[src/rtb_params.svh]
// Constants for the receive telecom bus input block.
// Assumes inclusion by bare name from the design files.
`ifndef RTB_PARAMS_SVH
`define RTB_PARAMS_SVH

// ----------------------------------------------------------------------
// Register addresses and reset values
// ----------------------------------------------------------------------
`define RTB_ADDR_W 16
`define RTB_CTRL_ADDR 16'h0137
`define RTB_STAT_ADDR 16'h0138
`define RTB_CTRL_RST 8'h00
`define RTB_STAT_RST 8'h00

// ----------------------------------------------------------------------
// Control field positions
// ----------------------------------------------------------------------
`define RTB_CTRL_BUS_EN 0
`define RTB_CTRL_PAR_ODD 1
`define RTB_CTRL_PAR_ALL 2
`define RTB_CTRL_APS_EN 3
`define RTB_CTRL_MODE_LO 4
`define RTB_CTRL_MODE_HI 5

// ----------------------------------------------------------------------
// Status field positions
// ----------------------------------------------------------------------
`define RTB_STAT_PAR_ERR 0
`define RTB_STAT_OVERRUN 1
`define RTB_STAT_AIS_LO 2
`define RTB_STAT_AIS_HI 4

// ----------------------------------------------------------------------
// Structure and timing
// ----------------------------------------------------------------------
`define RTB_NUM_TRIB 3
`define RTB_LINK_CLK_KHZ 19440
`define RTB_SYNC_STAGES 2

`endif

[src/rtb_pkg.sv]
// Types shared by the receive telecom bus input block.
// Assumes rtb_params.svh is available on the include path.
`default_nettype none
`include "rtb_params.svh"

package rtb_pkg;

  typedef enum logic [1:0] {
    RTB_MODE_MAPPER = 2'b00,
    RTB_MODE_ATM_UNI = 2'b01,
    RTB_MODE_PPP = 2'b10,
    RTB_MODE_RSVD = 2'b11
  } rtb_mode_t;

  typedef logic [1:0] rtb_trib_t;

  // Tributary of the byte after the one that carries index cur
  function automatic rtb_trib_t rtb_next_trib(input rtb_trib_t cur);
    rtb_trib_t last;
    last = rtb_trib_t'(`RTB_NUM_TRIB - 1);
    rtb_next_trib = (cur == last) ? 2'h0 : rtb_trib_t'(cur + 2'h1);
  endfunction

endpackage : rtb_pkg

`default_nettype wire

[src/rtb_rx_bus.sv]
// Receive telecom bus input port: samples the byte-wide bus on falling
// edges of the link clock, checks parity, tracks path AIS per tributary.
// Assumes all bus pins are asynchronous to clk_sys; link clock is slow
// enough (19.44 MHz against 200 MHz) for edge detection by oversampling.
//
// Functional notes
// - Every bus input is taken on a falling edge of the bus clock only.
// - The bus clock is ignored whenever the telecom bus is disabled.
// - A byte with the payload indicator low is treated as overhead.
// - A byte with the payload indicator high is treated as payload.
// - The phase marker pin role depends on bus enable and APS enable.
// - One parity setting covers the eight data bits only.
// - The other covers data, payload indicator and marker, even or odd.
// - Coverage and sense come from the control register at 0x0137.
// - An alarm on a byte declares path AIS for that byte's tributary.
// - Payload APS pin roles are allowed only in ATM UNI or PPP mode.
// - One data byte is captured per falling edge of the bus clock.
`timescale 1ns/1ps
`default_nettype none
`include "rtb_params.svh"

module rtb_rx_bus
  import rtb_pkg::*;
#(
  parameter int NUM_TRIB = `RTB_NUM_TRIB
) (
  input wire logic clk_sys,
  input wire logic reset,
  input wire logic ce,
  input wire logic rx_bus_clock,
  input wire logic [7:0] rx_bus_data,
  input wire logic rx_payload_indicator,
  input wire logic rx_frame_phase_marker,
  input wire logic rx_bus_parity_in,
  input wire logic rx_bus_alarm,
  input wire logic reg_wr_en,
  input wire logic reg_rd_en,
  input wire logic [`RTB_ADDR_W-1:0] reg_addr,
  input wire logic [7:0] reg_wdata,
  output logic [7:0] reg_rdata,
  output logic byte_valid,
  input wire logic byte_ready,
  output logic [7:0] byte_data,
  output logic byte_is_payload,
  output logic byte_phase_marker,
  output logic byte_alarm,
  output logic [NUM_TRIB-1:0] path_alarm_indication,
  output logic aps_role_active
);

  if (NUM_TRIB != `RTB_NUM_TRIB) begin : g_bad_trib
    $error("rtb_rx_bus: tributary count must match the STS-3 structure");
  end

  // --------------------------------------------------------------------
  // Pin synchronisers
  // --------------------------------------------------------------------
  localparam int PW = 13;
  wire logic [PW-1:0] pins_raw;
  logic [PW-1:0] pins_meta_r;
  logic [PW-1:0] pins_sync_r;
  logic clk_prev_r;

  assign pins_raw = {rx_bus_clock, rx_bus_alarm, rx_bus_parity_in,
                     rx_frame_phase_marker, rx_payload_indicator,
                     rx_bus_data};

  always_ff @(posedge clk_sys or posedge reset) begin
    if (reset) begin
      pins_meta_r <= '0;
      pins_sync_r <= '0;
      clk_prev_r <= 1'b0;
    end else if (ce) begin
      pins_meta_r <= pins_raw;
      pins_sync_r <= pins_meta_r;
      clk_prev_r <= pins_sync_r[PW-1];
    end
  end

  wire logic [7:0] s_data;
  wire logic s_pl;
  wire logic s_mark;
  wire logic s_par;
  wire logic s_alarm;
  wire logic s_clk;

  assign s_data = pins_sync_r[7:0];
  assign s_pl = pins_sync_r[8];
  assign s_mark = pins_sync_r[9];
  assign s_par = pins_sync_r[10];
  assign s_alarm = pins_sync_r[11];
  assign s_clk = pins_sync_r[PW-1];

  // --------------------------------------------------------------------
  // Control and mode decode
  // --------------------------------------------------------------------
  logic [7:0] ctrl_r;
  wire logic bus_en;
  wire logic par_odd;
  wire logic par_all;
  wire logic aps_en;
  wire rtb_mode_t mode;
  wire logic aps_allowed;
  wire logic aps_role;
  wire logic bus_live;

  assign bus_en = ctrl_r[`RTB_CTRL_BUS_EN];
  assign par_odd = ctrl_r[`RTB_CTRL_PAR_ODD];
  assign par_all = ctrl_r[`RTB_CTRL_PAR_ALL];
  assign aps_en = ctrl_r[`RTB_CTRL_APS_EN];
  assign mode = rtb_mode_t'(ctrl_r[`RTB_CTRL_MODE_HI:`RTB_CTRL_MODE_LO]);
  assign aps_allowed = (mode == RTB_MODE_ATM_UNI) | (mode == RTB_MODE_PPP);
  assign aps_role = aps_en & aps_allowed;
  // Marker pin is a bus input only with the bus on and APS role off
  assign bus_live = bus_en & ~aps_role;

  // --------------------------------------------------------------------
  // Byte capture and checks
  // --------------------------------------------------------------------
  wire logic fall_edge;
  wire logic data_par;
  wire logic cover_par;
  wire logic par_err;
  wire logic is_c1j0;
  wire rtb_trib_t cur_trib;
  rtb_trib_t trib_r;

  // Edge is looked for only while the bus is live, so a stray clock
  // on a disabled bus captures nothing
  assign fall_edge = bus_live & clk_prev_r & ~s_clk;
  assign data_par = ^s_data;
  assign cover_par = par_all ? (data_par ^ s_pl ^ s_mark) : data_par;
  assign par_err = cover_par ^ s_par ^ par_odd;
  // A marked overhead byte is C1/J0; a marked payload byte is J1
  assign is_c1j0 = s_mark & ~s_pl;
  assign cur_trib = is_c1j0 ? 2'h0 : trib_r;

  always_ff @(posedge clk_sys or posedge reset) begin
    if (reset) begin
      trib_r <= 2'h0;
    end else if (ce && fall_edge) begin
      trib_r <= rtb_next_trib(cur_trib);
    end
  end

  // --------------------------------------------------------------------
  // Per-tributary path AIS
  // --------------------------------------------------------------------
  logic [NUM_TRIB-1:0] ais_r;
  wire logic [NUM_TRIB-1:0] ais_nxt;
  genvar gi;
  generate
    for (gi = 0; gi < NUM_TRIB; gi++) begin : g_ais
      // Follows the alarm of this tributary's latest byte while the bus is live, clears otherwise
      assign ais_nxt[gi] = (fall_edge && cur_trib == rtb_trib_t'(gi)) ?
                           s_alarm : (bus_live & ais_r[gi]);
    end
  endgenerate

  // One process owns the whole vector, so no bit has two drivers
  always_ff @(posedge clk_sys or posedge reset) begin
    if (reset) begin
      ais_r <= '0;
    end else if (ce) begin
      ais_r <= ais_nxt;
    end
  end

  // --------------------------------------------------------------------
  // Byte stream buffer
  // --------------------------------------------------------------------
  localparam int BW = 11;
  wire logic buf_in_ready;
  wire logic [BW-1:0] buf_out;
  wire logic overrun;

  // The link cannot be stalled; a byte that finds the buffer full is
  // dropped and reported instead
  assign overrun = fall_edge & ~buf_in_ready;

  rtb_buf2 #(.W(BW)) u_buf (
    .clk_sys(clk_sys),
    .reset(reset),
    .ce(ce),
    .in_valid(fall_edge),
    .in_ready(buf_in_ready),
    .in_data({s_alarm, s_mark, s_pl, s_data}),
    .out_valid(byte_valid),
    .out_ready(byte_ready),
    .out_data(buf_out)
  );

  assign byte_data = buf_out[7:0];
  assign byte_is_payload = buf_out[8];
  assign byte_phase_marker = buf_out[9];
  assign byte_alarm = buf_out[10];

  // --------------------------------------------------------------------
  // Register port
  // --------------------------------------------------------------------
  logic [7:0] stat_r;
  logic [7:0] rdata_r;
  logic aps_role_r;
  logic [NUM_TRIB-1:0] ais_out_r;
  wire logic wr_ctrl;
  wire logic wr_stat;
  wire logic [7:0] stat_set;
  wire logic [7:0] stat_nxt;

  assign wr_ctrl = reg_wr_en & (reg_addr == `RTB_CTRL_ADDR);
  assign wr_stat = reg_wr_en & (reg_addr == `RTB_STAT_ADDR);
  assign stat_set = {3'h0, ais_r, overrun, fall_edge & par_err};
  // Write one to clear; a new event in the same cycle wins
  assign stat_nxt = (stat_r & ~(wr_stat ? reg_wdata : 8'h00)) | stat_set;

  always_ff @(posedge clk_sys or posedge reset) begin
    if (reset) begin
      ctrl_r <= `RTB_CTRL_RST;
      stat_r <= `RTB_STAT_RST;
      rdata_r <= 8'h00;
      aps_role_r <= 1'b0;
      ais_out_r <= '0;
    end else if (ce) begin
      if (wr_ctrl) ctrl_r <= reg_wdata;
      stat_r <= stat_nxt;
      aps_role_r <= aps_role;
      ais_out_r <= ais_r;
      if (reg_rd_en) begin
        rdata_r <= (reg_addr == `RTB_CTRL_ADDR) ? ctrl_r :
                   (reg_addr == `RTB_STAT_ADDR) ? stat_r : 8'h00;
      end
    end
  end

  assign reg_rdata = rdata_r;
  assign aps_role_active = aps_role_r;
  assign path_alarm_indication = ais_out_r;

endmodule // rtb_rx_bus

`default_nettype wire

[src/rtb_buf2.sv]
// Two-entry buffer with valid and ready on both sides.
// Assumes one clock, asynchronous active-high reset and a clock enable.
`timescale 1ns/1ps
`default_nettype none

module rtb_buf2 #(
  parameter int W = 11
) (
  input wire logic clk_sys,
  input wire logic reset,
  input wire logic ce,
  input wire logic in_valid,
  output logic in_ready,
  input wire logic [W-1:0] in_data,
  output logic out_valid,
  input wire logic out_ready,
  output logic [W-1:0] out_data
);

  if (W < 1) begin : g_bad_w
    $error("rtb_buf2: W must be at least 1");
  end

  logic out_valid_r;
  logic [W-1:0] out_data_r;
  logic skid_valid_r;
  logic [W-1:0] skid_data_r;
  wire logic head_free;
  wire logic take_in;

  assign head_free = out_ready | ~out_valid_r;
  assign take_in = in_valid & ~skid_valid_r;
  assign in_ready = ~skid_valid_r;
  assign out_valid = out_valid_r;
  assign out_data = out_data_r;

  always_ff @(posedge clk_sys or posedge reset) begin
    if (reset) begin
      out_valid_r <= 1'b0;
      out_data_r <= '0;
      skid_valid_r <= 1'b0;
      skid_data_r <= '0;
    end else if (ce) begin
      if (head_free) begin
        // Skid entry drains first so bytes keep their order
        if (skid_valid_r) begin
          out_valid_r <= 1'b1;
          out_data_r <= skid_data_r;
          skid_valid_r <= 1'b0;
        end else begin
          out_valid_r <= in_valid;
          if (in_valid) out_data_r <= in_data;
        end
      end else if (take_in) begin
        skid_valid_r <= 1'b1;
        skid_data_r <= in_data;
      end
    end
  end

endmodule // rtb_buf2

`default_nettype wire

[config.mk]
export PLATFORM = sky130hd
export DESIGN_NAME = rtb_rx_bus
export DESIGN_NICKNAME = d
export VERILOG_FILES = /design/src/rtb_pkg.sv /design/src/rtb_rx_bus.sv /design/src/rtb_buf2.sv
export VERILOG_INCLUDE_DIRS = /design/src
export SDC_FILE = /design/constraint.sdc
export NUM_CORES = 1
export LEC_CHECK = 0
export BUFFER_PORTS_ARGS = -buffer_cell sky130_fd_sc_hd__buf_2
export CORE_MARGIN = 2
export CORE_UTILIZATION = 45
export CTS_CLUSTER_SIZE = 10
export DETAILED_ROUTE_END_ITERATION = 10
export PLACE_DENSITY_LB_ADDON = 0.2
export RECOVER_POWER = 25
export SYNTH_ARGS = -nofsm -noshare
export SYNTH_HDL_FRONTEND = slang
export SYNTH_SLANG_ARGS = --single-unit
[constraint.sdc]
create_clock -name clk_sys -period 2.7 [get_ports clk_sys]
set_clock_uncertainty 0.2 [all_clocks]
set_input_delay 0.135 -clock clk_sys [delete_from_list [all_inputs] [get_ports clk_sys]]
set_output_delay 0.135 -clock clk_sys [all_outputs]
set_load 0.005 [all_outputs]
==> flow_summary.json, run 1 <==
{
  "crit_type": "reg -> reg",
  "drtAntennaViolNets": 0,
  "synth_top_family_by_area": "multiplexers",
  "powerDensity_mw_per_mm2": 562,
  "drv_cap": 1,
  "clkTransAtPathRegs_ns": 0.08,
  "final-hold-violation-count": 0,
  "die_w_um": 93.4,
  "synth_compound_gate_area_share_pct": 8.77,
  "worst_slack_ns": 0.549,
  "synth_fa_ha_area_share_pct": 0,
  "arrival_ns": 2.18,
  "path_cells": "xor2_1, a21oi_2, nand2_1, or3_4, mux2_4",
  "syn_avg_cell_area_um2": 12.9,
  "cts_buffers": 9,
  "cts_sinks": 84,
  "htreeDepth": 3,
  "violations": "max-capacitance violations, max-slew violations",
  "seq_area_frac_synth_pct": 58.4,
  "nFillCells": 668,
  "slew_headroom_pct": -6.99,
  "use_met2_pct": 25.0,
  "synth_xor_area_share_pct": 2.92,
  "grt_max_degree": 85,
  "grt_pass1_vias": 2336,
  "drc": 0,
  "max_freq_ghz": 0.465,
  "p_leak_uw": 0.00210,
  "worstPathMaxFanout": 11,
  "synth_cell_types": 36,
  "vias": 2403,
  "num_antenna_cells": 0,
  "syn_area_mm2": 0.00360,
  "drtIter0Drc": 93,
  "synth_area_leaders": "dfrtp_1, mux2_2, mux2_4",
  "portBuffers": 66,
  "firstDrtPassIters": 4,
  "fin_crit_sh_pct": 79.7,
  "coreArea_mm2": 0.00773,
  "dp.final_hpwl_um": 4750,
  "fp.dieH_um": 93.4,
  "row_count": 32,
  "grt_util_all_layers_pct": 17.1,
  "dieArea_mm2": 0.00872,
  "synth_ff_type": "dfrtp_1",
  "grt_overflow": 0,
  "grt_pass1_wl_um": 11500,
  "yosysTopAreaCell": "dfrtp_1",
  "cts-root-buf": "clkbuf_8",
  "fin_nets": 415,
  "postCtsSetupBuffers": 0,
  "final_max_slew_viol_count": 33,
  "vdd_drop_max_uv": 290,
  "start_util_pct": 46.6,
  "hold_class": "in -> reg",
  "critPathSlowestCell": "or3_4",
  "final_core_util_pct": 57.7,
  "clock_path_buffers": 2,
  "cp.required_ns": 2.73,
  "post_drt_wl_per_cell_um": 14.6,
  "muxShareOfSynthArea_pct": 19.8,
  "min_period_ns": 2.15,
  "critPathLaunchType": "flip-flop",
  "yosys.area_share.simple_pct": 8.00,
  "gp_congestion": 0.735,
  "antenna_found_initial": 0,
  "rsz0062_at_grt": "no",
  "preCtsSetupSlack_ns": 0.558,
  "synth_enable_flop_cells": 0,
  "cp-end-kind": "flip-flop",
  "met3_usage_pct": 2.50,
  "setup_viol": 0,
  "tightest_slew_ns": 1.60,
  "min_path_cells": 3,
  "drive_above_1_share_pct": 37.0,
  "cts_tree": "built",
  "r2r.worst_path.cells": 5,
  "slowest_delay_ns": 0.49,
  "routed_wl_um": 6960,
  "vias_per_cell": 5.03,
  "status": "finished with violations",
  "setup_tns_ns": 0,
  "clk_latency_ns": 0.34,
  "use_met1_pct": 24.9,
  "async_flop_share_pct": 100,
  "synthesis.nets": 321,
  "ys_seq_elements": 84,
  "grt_busiest_layer": "met2",
  "hold_ws_ns": 0.105,
  "netlist.area_leader.share_pct": 58.4,
  "synthesis.instances": 278,
  "ios": 67,
  "areaGrowthSynthToFinish_pct": 24.0,
  "ys_warn_count": 0
}
-- logic make-up after synthesis --
logic type                Yosys count
buffers and inverters              18
muxes                              61
and+or+nand+nor                    57
xor gates and xnor gates           12
AOI/OAI and AO/OA                  46
DFF                                84
-- state kept, by name, summed over array words and instances, names as in the netlist, 2 cells and up --
signal and count:
pins_meta_r 13, pins_sync_r 13, u_buf.out_data 11, u_buf.skid_data_r 11, ctrl_r 8, reg_rdata 8, stat_r 8, ais_r 3
path_alarm_indication 3, trib_r 2
-- cell usage in the layout (no fill, tap or decap), drive strengths merged --
cell          n
a21boi        6
a21oi         2
a22o          5
a22oi         8
and2          2
and3b         1
and4b         1
buf          68
bufinv        1
clkbuf       14
clkinv        3
clkinvlp      2
dfrtp        84
dlygate4sd3  23
inv           5
mux2         50
mux2i        11
nand2        36
nand2b        3
nand3         3
nand3b        1
nand4         1
nand4b        1
nor2          3
nor4          1
nor4b         2
nor4bb        1
o211ai        2
o21ai        13
o22ai         2
o31ai         8
or3           1
xnor2         9
xor2          3
-- synthesized netlist by cell type (all sizes together), types with 5 or more instances --
| master | instances |
|---|---|
| a21boi | 6 |
| a22o | 5 |
| a22oi | 8 |
| buf | 5 |
| clkbuf | 7 |
| dfrtp | 84 |
| inv | 6 |
| mux2 | 50 |
| mux2i | 11 |
| nand2 | 36 |
| o21ai | 13 |
| o31ai | 8 |
| xnor2 | 9 |
-- metal layers --
| metal | vias up | share of wire [%] |
|---|---|---|
| met4 | 0 | 1.8 |
| met5 | - | 0 |
| met1 | 1137 | 49 |
| li1 | 1181 | - |
| met2 | 76 | 43 |
| met3 | 9 | 5.6 |
-- worst max-delay path, delay by kind of cell, from the launching register on --
kind / cells / cell delay, ns
muxes: 1 / 0.33
AOI/OAI and AO/OA: 1 / 0.28
and+or+nand+nor: 2 / 0.60
xor gates and xnor gates: 1 / 0.22
DFF: 1 / 0.41
-- final timing paths --
kind,from,slack [ns],endpoint
min in group asynchronous,reset,0.52,path_alarm_indication[2]
max reg2reg,ctrl_r[4],0.55,u_buf.skid_data_r[5]
min reg2reg,reg_rdata[6],0.27,reg_rdata[6]
max in group asynchronous,reset,1.09,u_buf.skid_data_r[6]
min,ce,0.10,u_buf.skid_valid_r
max,ctrl_r[4],0.55,u_buf.skid_data_r[5]
-- timing repair --
| action | 4_1_cts | 5_1_grt |
|---|---|---|
| hold buffers | 23 | 0 |
| resized for setup | 0 | 0 |
| endpoints found under the setup margin | 0 | 0 |
| endpoints found under the hold margin | 115 | 0 |
-- area by class of cell --
type | instances | area, um^2 | share of cell area (%)
flip-flops and latches | 84 | 2100 | 47.1
multi-input cells | 176 | 1420 | 31.8
repair buffers | 95 | 599 | 13.4
clock buffers | 10 | 138 | 3.08
well taps | 102 | 128 | 2.86
clock inverters | 5 | 52.6 | 1.18
inverters | 6 | 23.8 | 0.533
-- report_power, final --
group / internal [uW] / switching, uW / total (uW)
Sequential: 1310 / 54.1 / 1370
Clock: 443 / 424 / 867
Combinational: 157 / 117 / 274
-- stage by stage --
step | total power [uW] | std cells | area (um^2)
global placement | 1640 | 440 | 4060
finish | 2510 | 478 | 4460
global route | 2630 | 478 | 4460
CTS | 2540 | 478 | 4480
floorplan | 1560 | 278 | 3600
detailed placement | 1650 | 440 | 4060
Note: power is estimated with default switching activity, not from simulation.
==> run 2, diff against run 1 <==
--- a/config.mk
+++ b/config.mk
@@ -6,6 +6,7 @@
 export SDC_FILE = /design/constraint.sdc
 export NUM_CORES = 1
 export LEC_CHECK = 0
+export ABC_AREA = 1
 export BUFFER_PORTS_ARGS = -buffer_cell sky130_fd_sc_hd__buf_2
 export CORE_MARGIN = 2
 export CORE_UTILIZATION = 45
==> constraint.sdc (replaced) <==
create_clock -name clk_sys -period 2.1 [get_ports clk_sys]
set_clock_uncertainty 0.2 [all_clocks]
set_input_delay 0.105 -clock clk_sys [delete_from_list [all_inputs] [get_ports clk_sys]]
set_output_delay 0.105 -clock clk_sys [all_outputs]
set_load 0.005 [all_outputs]
==> flow_summary.json, run 2 <==
{
  "status": "completed",
  "mostFrequentLayoutCells": "nand2_1, dfrtp_1, buf_2, inv_1, o21ai_0",
  "synth_cell_types": 26,
  "netlist.area_leader.share_pct": 54.3,
  "firstDrtPassIters": 4,
  "synthTopCellsByCount": "nand2_1, dfrtp_1, inv_1",
  "setup_viol": 0,
  "final_max_slew_viol_count": 0,
  "critPathSlowestCell": "dlygate4sd3_1",
  "final_common_cell": "nand2_1",
  "cts_tree": "built",
  "final-hold-violation-count": 0,
  "syn_avg_cell_area_um2": 8.47,
  "postCtsHoldBufs": 27,
  "post_drt_wl_per_cell_um": 12.2,
  "ios": 67,
  "power.share.sequential_pct": 49.1,
  "setup_tns_ns": 0,
  "areaGrowthSynthToFinish_pct": 23.1,
  "grt_pass1_vias": 3107,
  "clk_latency_ns": 0.35,
  "fin_nets": 595,
  "syn_area_mm2": 0.00387,
  "critPathLaunchType": "primary input",
  "cts_sinks": 84,
  "clkTransAtPathRegs_ns": 0.08,
  "tightest_slew_ns": 1.24,
  "critPathMostFrequentCell": "dlygate4sd3_1",
  "gp_congestion": 0.799,
  "path_cells": "dlygate4sd3_1, buf_2, nor2_1, nand2_1, nor2_4, dlygate4sd3_1, nand3_1, a31oi_1",
  "grt_max_degree": 61,
  "grt_overflow": 0,
  "cp.required_ns": 2.18,
  "antenna_found_initial": 0,
  "ys_warn_count": 0,
  "max_freq_ghz": 0.519,
  "arrival_ns": 2.01,
  "routed_wl_um": 8110,
  "p_int_uw": 3050,
  "async_flop_share_pct": 100,
  "yosysTopAreaCell": "dfrtp_1",
  "power_frac_comb_pct": 22.2,
  "synthesis.nets": 500,
  "critPathLaunch": "reg_addr[14]",
  "cts_resized": 0,
  "nFillCells": 782,
  "htreeDepth": 3,
  "rrSetupSlack_ns": 0.22,
  "ys_seq_elements": 84,
  "vias": 3214,
  "dp.final_hpwl_um": 5500,
  "clock_path_buffers": 2,
  "cts_buffers": 9,
  "slowest_delay_ns": 0.64,
  "hold_path_end": "reg_rdata[2]",
  "p_switching_uw": 1300,
  "cts-root-buf": "clkbuf_8",
  "synthesis.instances": 457,
  "multi_input_area_mm2": 0.00152,
  "layout.area.seq_mm2": 0.00210,
  "row_count": 33,
  "yosysMostFrequentCell": "nand2_1",
  "synth_ff_type": "dfrtp_1",
  "start_util_pct": 46.7,
  "vias_per_cell": 4.85,
  "drv_cap": 0,
  "grt_util_all_layers_pct": 18.4,
  "p_leak_uw": 0.00248,
  "dieArea_mm2": 0.00936,
  "power_uw": 4350,
  "vdd_drop_max_uv": 339,
  "die_w_um": 96.8,
  "crit_type": "in -> reg",
  "fp.dieH_um": 96.8,
  "r2r_start": "pins_sync_r[12]",
  "postCtsSetupBuffers": 0,
  "worstPathMaxFanout": 5,
  "slew_headroom_pct": 17.3,
  "worst-path-buf-inv": 3,
  "min_from": "reg_addr[13]",
  "rsz0062_at_grt": "no",
  "top_regs": "pins_meta_r (13), pins_sync_r (13)",
  "portBuffers": 66,
  "drive_above_1_share_pct": 21.7,
  "num_antenna_cells": 0,
  "min_path_cells": 6,
  "cp-end-kind": "flip-flop",
  "drc": 0,
  "synth_enable_flop_cells": 0,
  "r2r.worst_path.cells": 6,
  "path_delay_family": "buffers and inverters",
  "r2r_end": "u_buf.skid_data_r[1]",
  "powerDensity_mw_per_mm2": 914,
  "hold_class": "in -> reg",
  "coreArea_mm2": 0.00830,
  "synth_area_leaders": "dfrtp_1, nand2_1, o21ai_2",
  "switching_share_pct": 29.9,
  "fin_crit_sh_pct": 91.8,
  "min_period_ns": 1.93,
  "placed_cell_area_mm2": 0.00430,
  "pwr-share-clk_pct": 28.7,
  "seq_area_frac_synth_pct": 54.3,
  "drtIter0Drc": 135,
  "post-route-cell-area_mm2": 0.00477,
  "drtAntennaViolNets": 0,
  "grt_pass1_wl_um": 14200
}
-- run 2: logic make-up after synthesis --
logic type	Yosys count	share of synthesized area, %
buffers and inverters	53	6.36
AO/OA/AOI/OAI	77	12.6
AND/OR/NAND/NOR	243	26.7
flip-flops	84	54.3
-- run 2: worst min-delay path: stages --
cell and delay (ns):
buf_2 0.08, nor2_1 0.04, nand2_1 0.09, nor2_4 0.07, nand3_1 0.08, a31oi_1 0.07
-- run 2: layout make-up --
type	instances	area share [%]
Sequential cell	84	44.1
Multi-Input combinational cell	320	32.0
Clock inverter	3	0.892
Clock buffer	13	3.75
Timing Repair Buffer	100	13.6
Inverter	37	2.94
Tap cell	105	2.76
-- run 2: worst max-delay path by stage --
| stage | to | slack (ns) | cells after the start |
|---|---|---|---|
| 2_1_floorplan | u_buf.skid_data_r[3] | 0.55 | 7 |
| 3_3_place_gp | u_buf.skid_data_r[2] | 0.30 | 6 |
| 3_5_place_dp | u_buf.skid_data_r[1] | 0.20 | 6 |
| 4_1_cts | u_buf.skid_data_r[6] | 0.18 | 6 |
| 5_1_grt | reg_rdata[4] | 0.01 | 8 |
| 6_report | reg_rdata[4] | 0.17 | 8 |
-- run 2: layer usage --
layer | GRT usage, % | vias up | wire length (um)
met2 | 27.9 | 64 | 3680
met1 | 26.4 | 1483 | 3990
met3 | 3.25 | 13 | 283
met5 | 0 | - | 0
met4 | 7.48 | 0 | 154
li1 | - | 1654 | -
-- run 2: power by group through the flow --
stage	clock network, uW	logic [uW]	registers (uW)
6_report	1250	966	2140
5_1_grt	1330	1120	2190
4_1_cts	1270	988	2140
3_5_place_dp	0	944	2170
3_3_place_gp	0	918	2160
2_1_floorplan	0	628	2150
-- run 2: per-stage QoR --
| step | hold slack [ns] | std cells | util (%) | setup WS (ns) |
|---|---|---|---|---|
| after floorplan | 0.00924 | 457 | - | 0.555 |
| after global placement | 0.0268 | 619 | 51.8 | 0.297 |
| after detailed placement | 0.0327 | 619 | 51.8 | 0.203 |
| after CTS | 0.0000154 | 662 | 57.7 | 0.178 |
| after global routing | 0.0384 | 662 | 57.4 | 0.0145 |
| final | 0.0144 | 662 | 57.4 | 0.172 |
==> run 3, diff against run 2 <==
--- a/config.mk
+++ b/config.mk
@@ -8,12 +8,13 @@
 export LEC_CHECK = 0
 export ABC_AREA = 1
 export BUFFER_PORTS_ARGS = -buffer_cell sky130_fd_sc_hd__buf_2
+export CELL_PAD_IN_SITES_DETAIL_PLACEMENT = 1
+export CELL_PAD_IN_SITES_GLOBAL_PLACEMENT = 2
 export CORE_MARGIN = 2
-export CORE_UTILIZATION = 45
+export CORE_UTILIZATION = 33
 export CTS_CLUSTER_SIZE = 10
 export DETAILED_ROUTE_END_ITERATION = 10
 export PLACE_DENSITY_LB_ADDON = 0.2
-export RECOVER_POWER = 25
 export SYNTH_ARGS = -nofsm -noshare
 export SYNTH_HDL_FRONTEND = slang
 export SYNTH_SLANG_ARGS = --single-unit
==> flow_summary.json, run 3 (synthesis gave the netlist of run 2 again) <==
{
  "gp_congestion": 0.754,
  "final-hold-violation-count": 0,
  "die_w_um": 112,
  "critPathLaunchType": "flip-flop",
  "max_freq_ghz": 0.542,
  "num_antenna_cells": 0,
  "start_util_pct": 33.9,
  "drtIter0Drc": 118,
  "critPathSlowestCell": "nor3_4",
  "placedCellCount": 658,
  "grt_pass1_wl_um": 16300,
  "met3WireLength_um": 425,
  "clkTransAtPathRegs_ns": 0.06,
  "final_core_util_pct": 43.0,
  "cts_tree": "built",
  "dp.final_hpwl_um": 6390,
  "switching_share_pct": 29.0,
  "post_drt_wl_per_cell_um": 13.5,
  "tightest_slew_ns": 0.593,
  "met2_wirelength_um": 4080,
  "cts_sinks": 84,
  "ios": 67,
  "dieArea_mm2": 0.0126,
  "min_period_ns": 1.84,
  "drv_cap": 0,
  "worstPathMaxFanout": 11,
  "power.share.sequential_pct": 45.1,
  "vias": 3238,
  "power_uw": 4750,
  "crit_type": "reg -> reg",
  "setup_tns_ns": 0,
  "pwr-share-clk_pct": 34.0,
  "mostFrequentLayoutCells": "nand2_1, dfrtp_1, buf_2, inv_1, o21ai_0",
  "areaGrowthSynthToFinish_pct": 26.8,
  "drtAntennaViolNets": 0,
  "arrival_ns": 1.90,
  "grt_util_all_layers_pct": 16.1,
  "cts-root-buf": "clkbuf_16",
  "vias_per_cell": 4.65,
  "powerDensity_mw_per_mm2": 967,
  "final_common_cell": "nand2_1",
  "final_max_slew_viol_count": 0,
  "fin_crit_sh_pct": 87.8,
  "slowest_delay_ns": 0.44,
  "path_delay_family": "simple AND/OR/NAND/NOR gates",
  "htreeDepth": 3,
  "hold_class": "in -> reg",
  "drive_above_1_share_pct": 22.4,
  "met1_length_um": 4830,
  "top_regs": "pins_meta_r (13), pins_sync_r (13)",
  "firstDrtPassIters": 4,
  "vdd_drop_max_uv": 399,
  "cts_buffers": 9,
  "path_cells": "inv_1, nand2_1, nor3_4, nand4_4, o21ai_2",
  "portBuffers": 66,
  "rsz0062_at_grt": "no",
  "slew_headroom_pct": 60.3,
  "coreArea_mm2": 0.0114,
  "p_int_uw": 3370,
  "cp.required_ns": 2.15,
  "layout.cells.non_filler": 697,
  "p_leak_uw": 0.00251,
  "power_frac_comb_pct": 21.0,
  "worst-path-buf-inv": 1,
  "clk_latency_ns": 0.34,
  "fp.dieH_um": 112,
  "p_switching_uw": 1380,
  "grt_pass1_vias": 3324,
  "status": "completed",
  "rrSetupSlack_ns": 0.26,
  "row_count": 39,
  "routed_wl_um": 9430,
  "cp-end-kind": "flip-flop",
  "top_layer": "met4",
  "antenna_found_initial": 0,
  "grt_max_degree": 85,
  "grt_overflow": 0,
  "fin_nets": 592,
  "drc": 0,
  "setup_viol": 0,
  "clock_path_buffers": 2
}
## run 3: cell count changes in the layout (fill, tap and decap cells not counted), moves of 2 or more
cell	delta
buf_12	+2
clkbuf_16	+9
clkbuf_8	-11
dlygate4sd3_1	-5
## run 3: per-layer routing
| layer | global-route usage, % | vias to the layer above |
|---|---|---|
| met1 | 23.7 | 1510 |
| met4 | 4.88 | 0 |
| li1 | - | 1654 |
| met5 | 0 | - |
| met3 | 3.51 | 10 |
| met2 | 23.9 | 64 |
## run 3: power by group through the flow
stage               logic, uW  registers [uW]  clock network, uW
floorplan                 628            2150                  0
detailed placement        976            2170                  0
finish                    996            2140               1610
global placement          947            2160                  0
global route             1160            2190               1730
CTS                      1010            2140               1660
## run 3: worst min-delay path, cell delays in order
cell     delay [ns]
buf_2          0.07
nor2_1         0.03
nand2_1        0.09
nor2_4         0.07
nand3_1        0.07
a31oi_1        0.07
## run 3: cell type report
cell class,instances,area (um^2)
Fill cell,1384,6510
Timing Repair Buffer,96,636
Inverter,37,143
Clock buffer,12,256
Clock inverter,4,47.5
Tap cell,143,179
Sequential cell,84,2100
Multi-Input combinational cell,321,1550
## run 3: path summary, 6_finish.rpt
check | to | start | cells past startpoint
worst max-delay path | u_buf.skid_data_r[0] | pins_sync_r[12] | 5
worst min-delay path | reg_rdata[5] | reg_addr[12] | 6
worst max register to register | u_buf.skid_data_r[0] | pins_sync_r[12] | 5
worst min register to register | pins_meta_r[7] | pins_meta_r[7] | 2
max in group asynchronous | stat_r[3] | reset | 4
min in group asynchronous | u_buf.out_data[0] | reset | 4
## run 3: per-stage QoR
stage	setup slack [ns]	hold WS (ns)	instance area (um^2)
after floorplan	0.555	0.00924	3880
after global placement	0.251	0.0740	4360
after detailed placement	0.168	0.0850	4360
after CTS	0.120	0.00465	4890
after global routing	0.0949	0.0294	4910
final	0.256	0.00456	4910
## run 3: what timing repair did
action / 4_1_cts / 5_1_grt
hold buffers: 22 / 0
resized for setup: 0 / 1
setup endpoints to repair: 0 / 6
buffers inserted: 0 / 0
hold endpoints to repair: 113 / 0
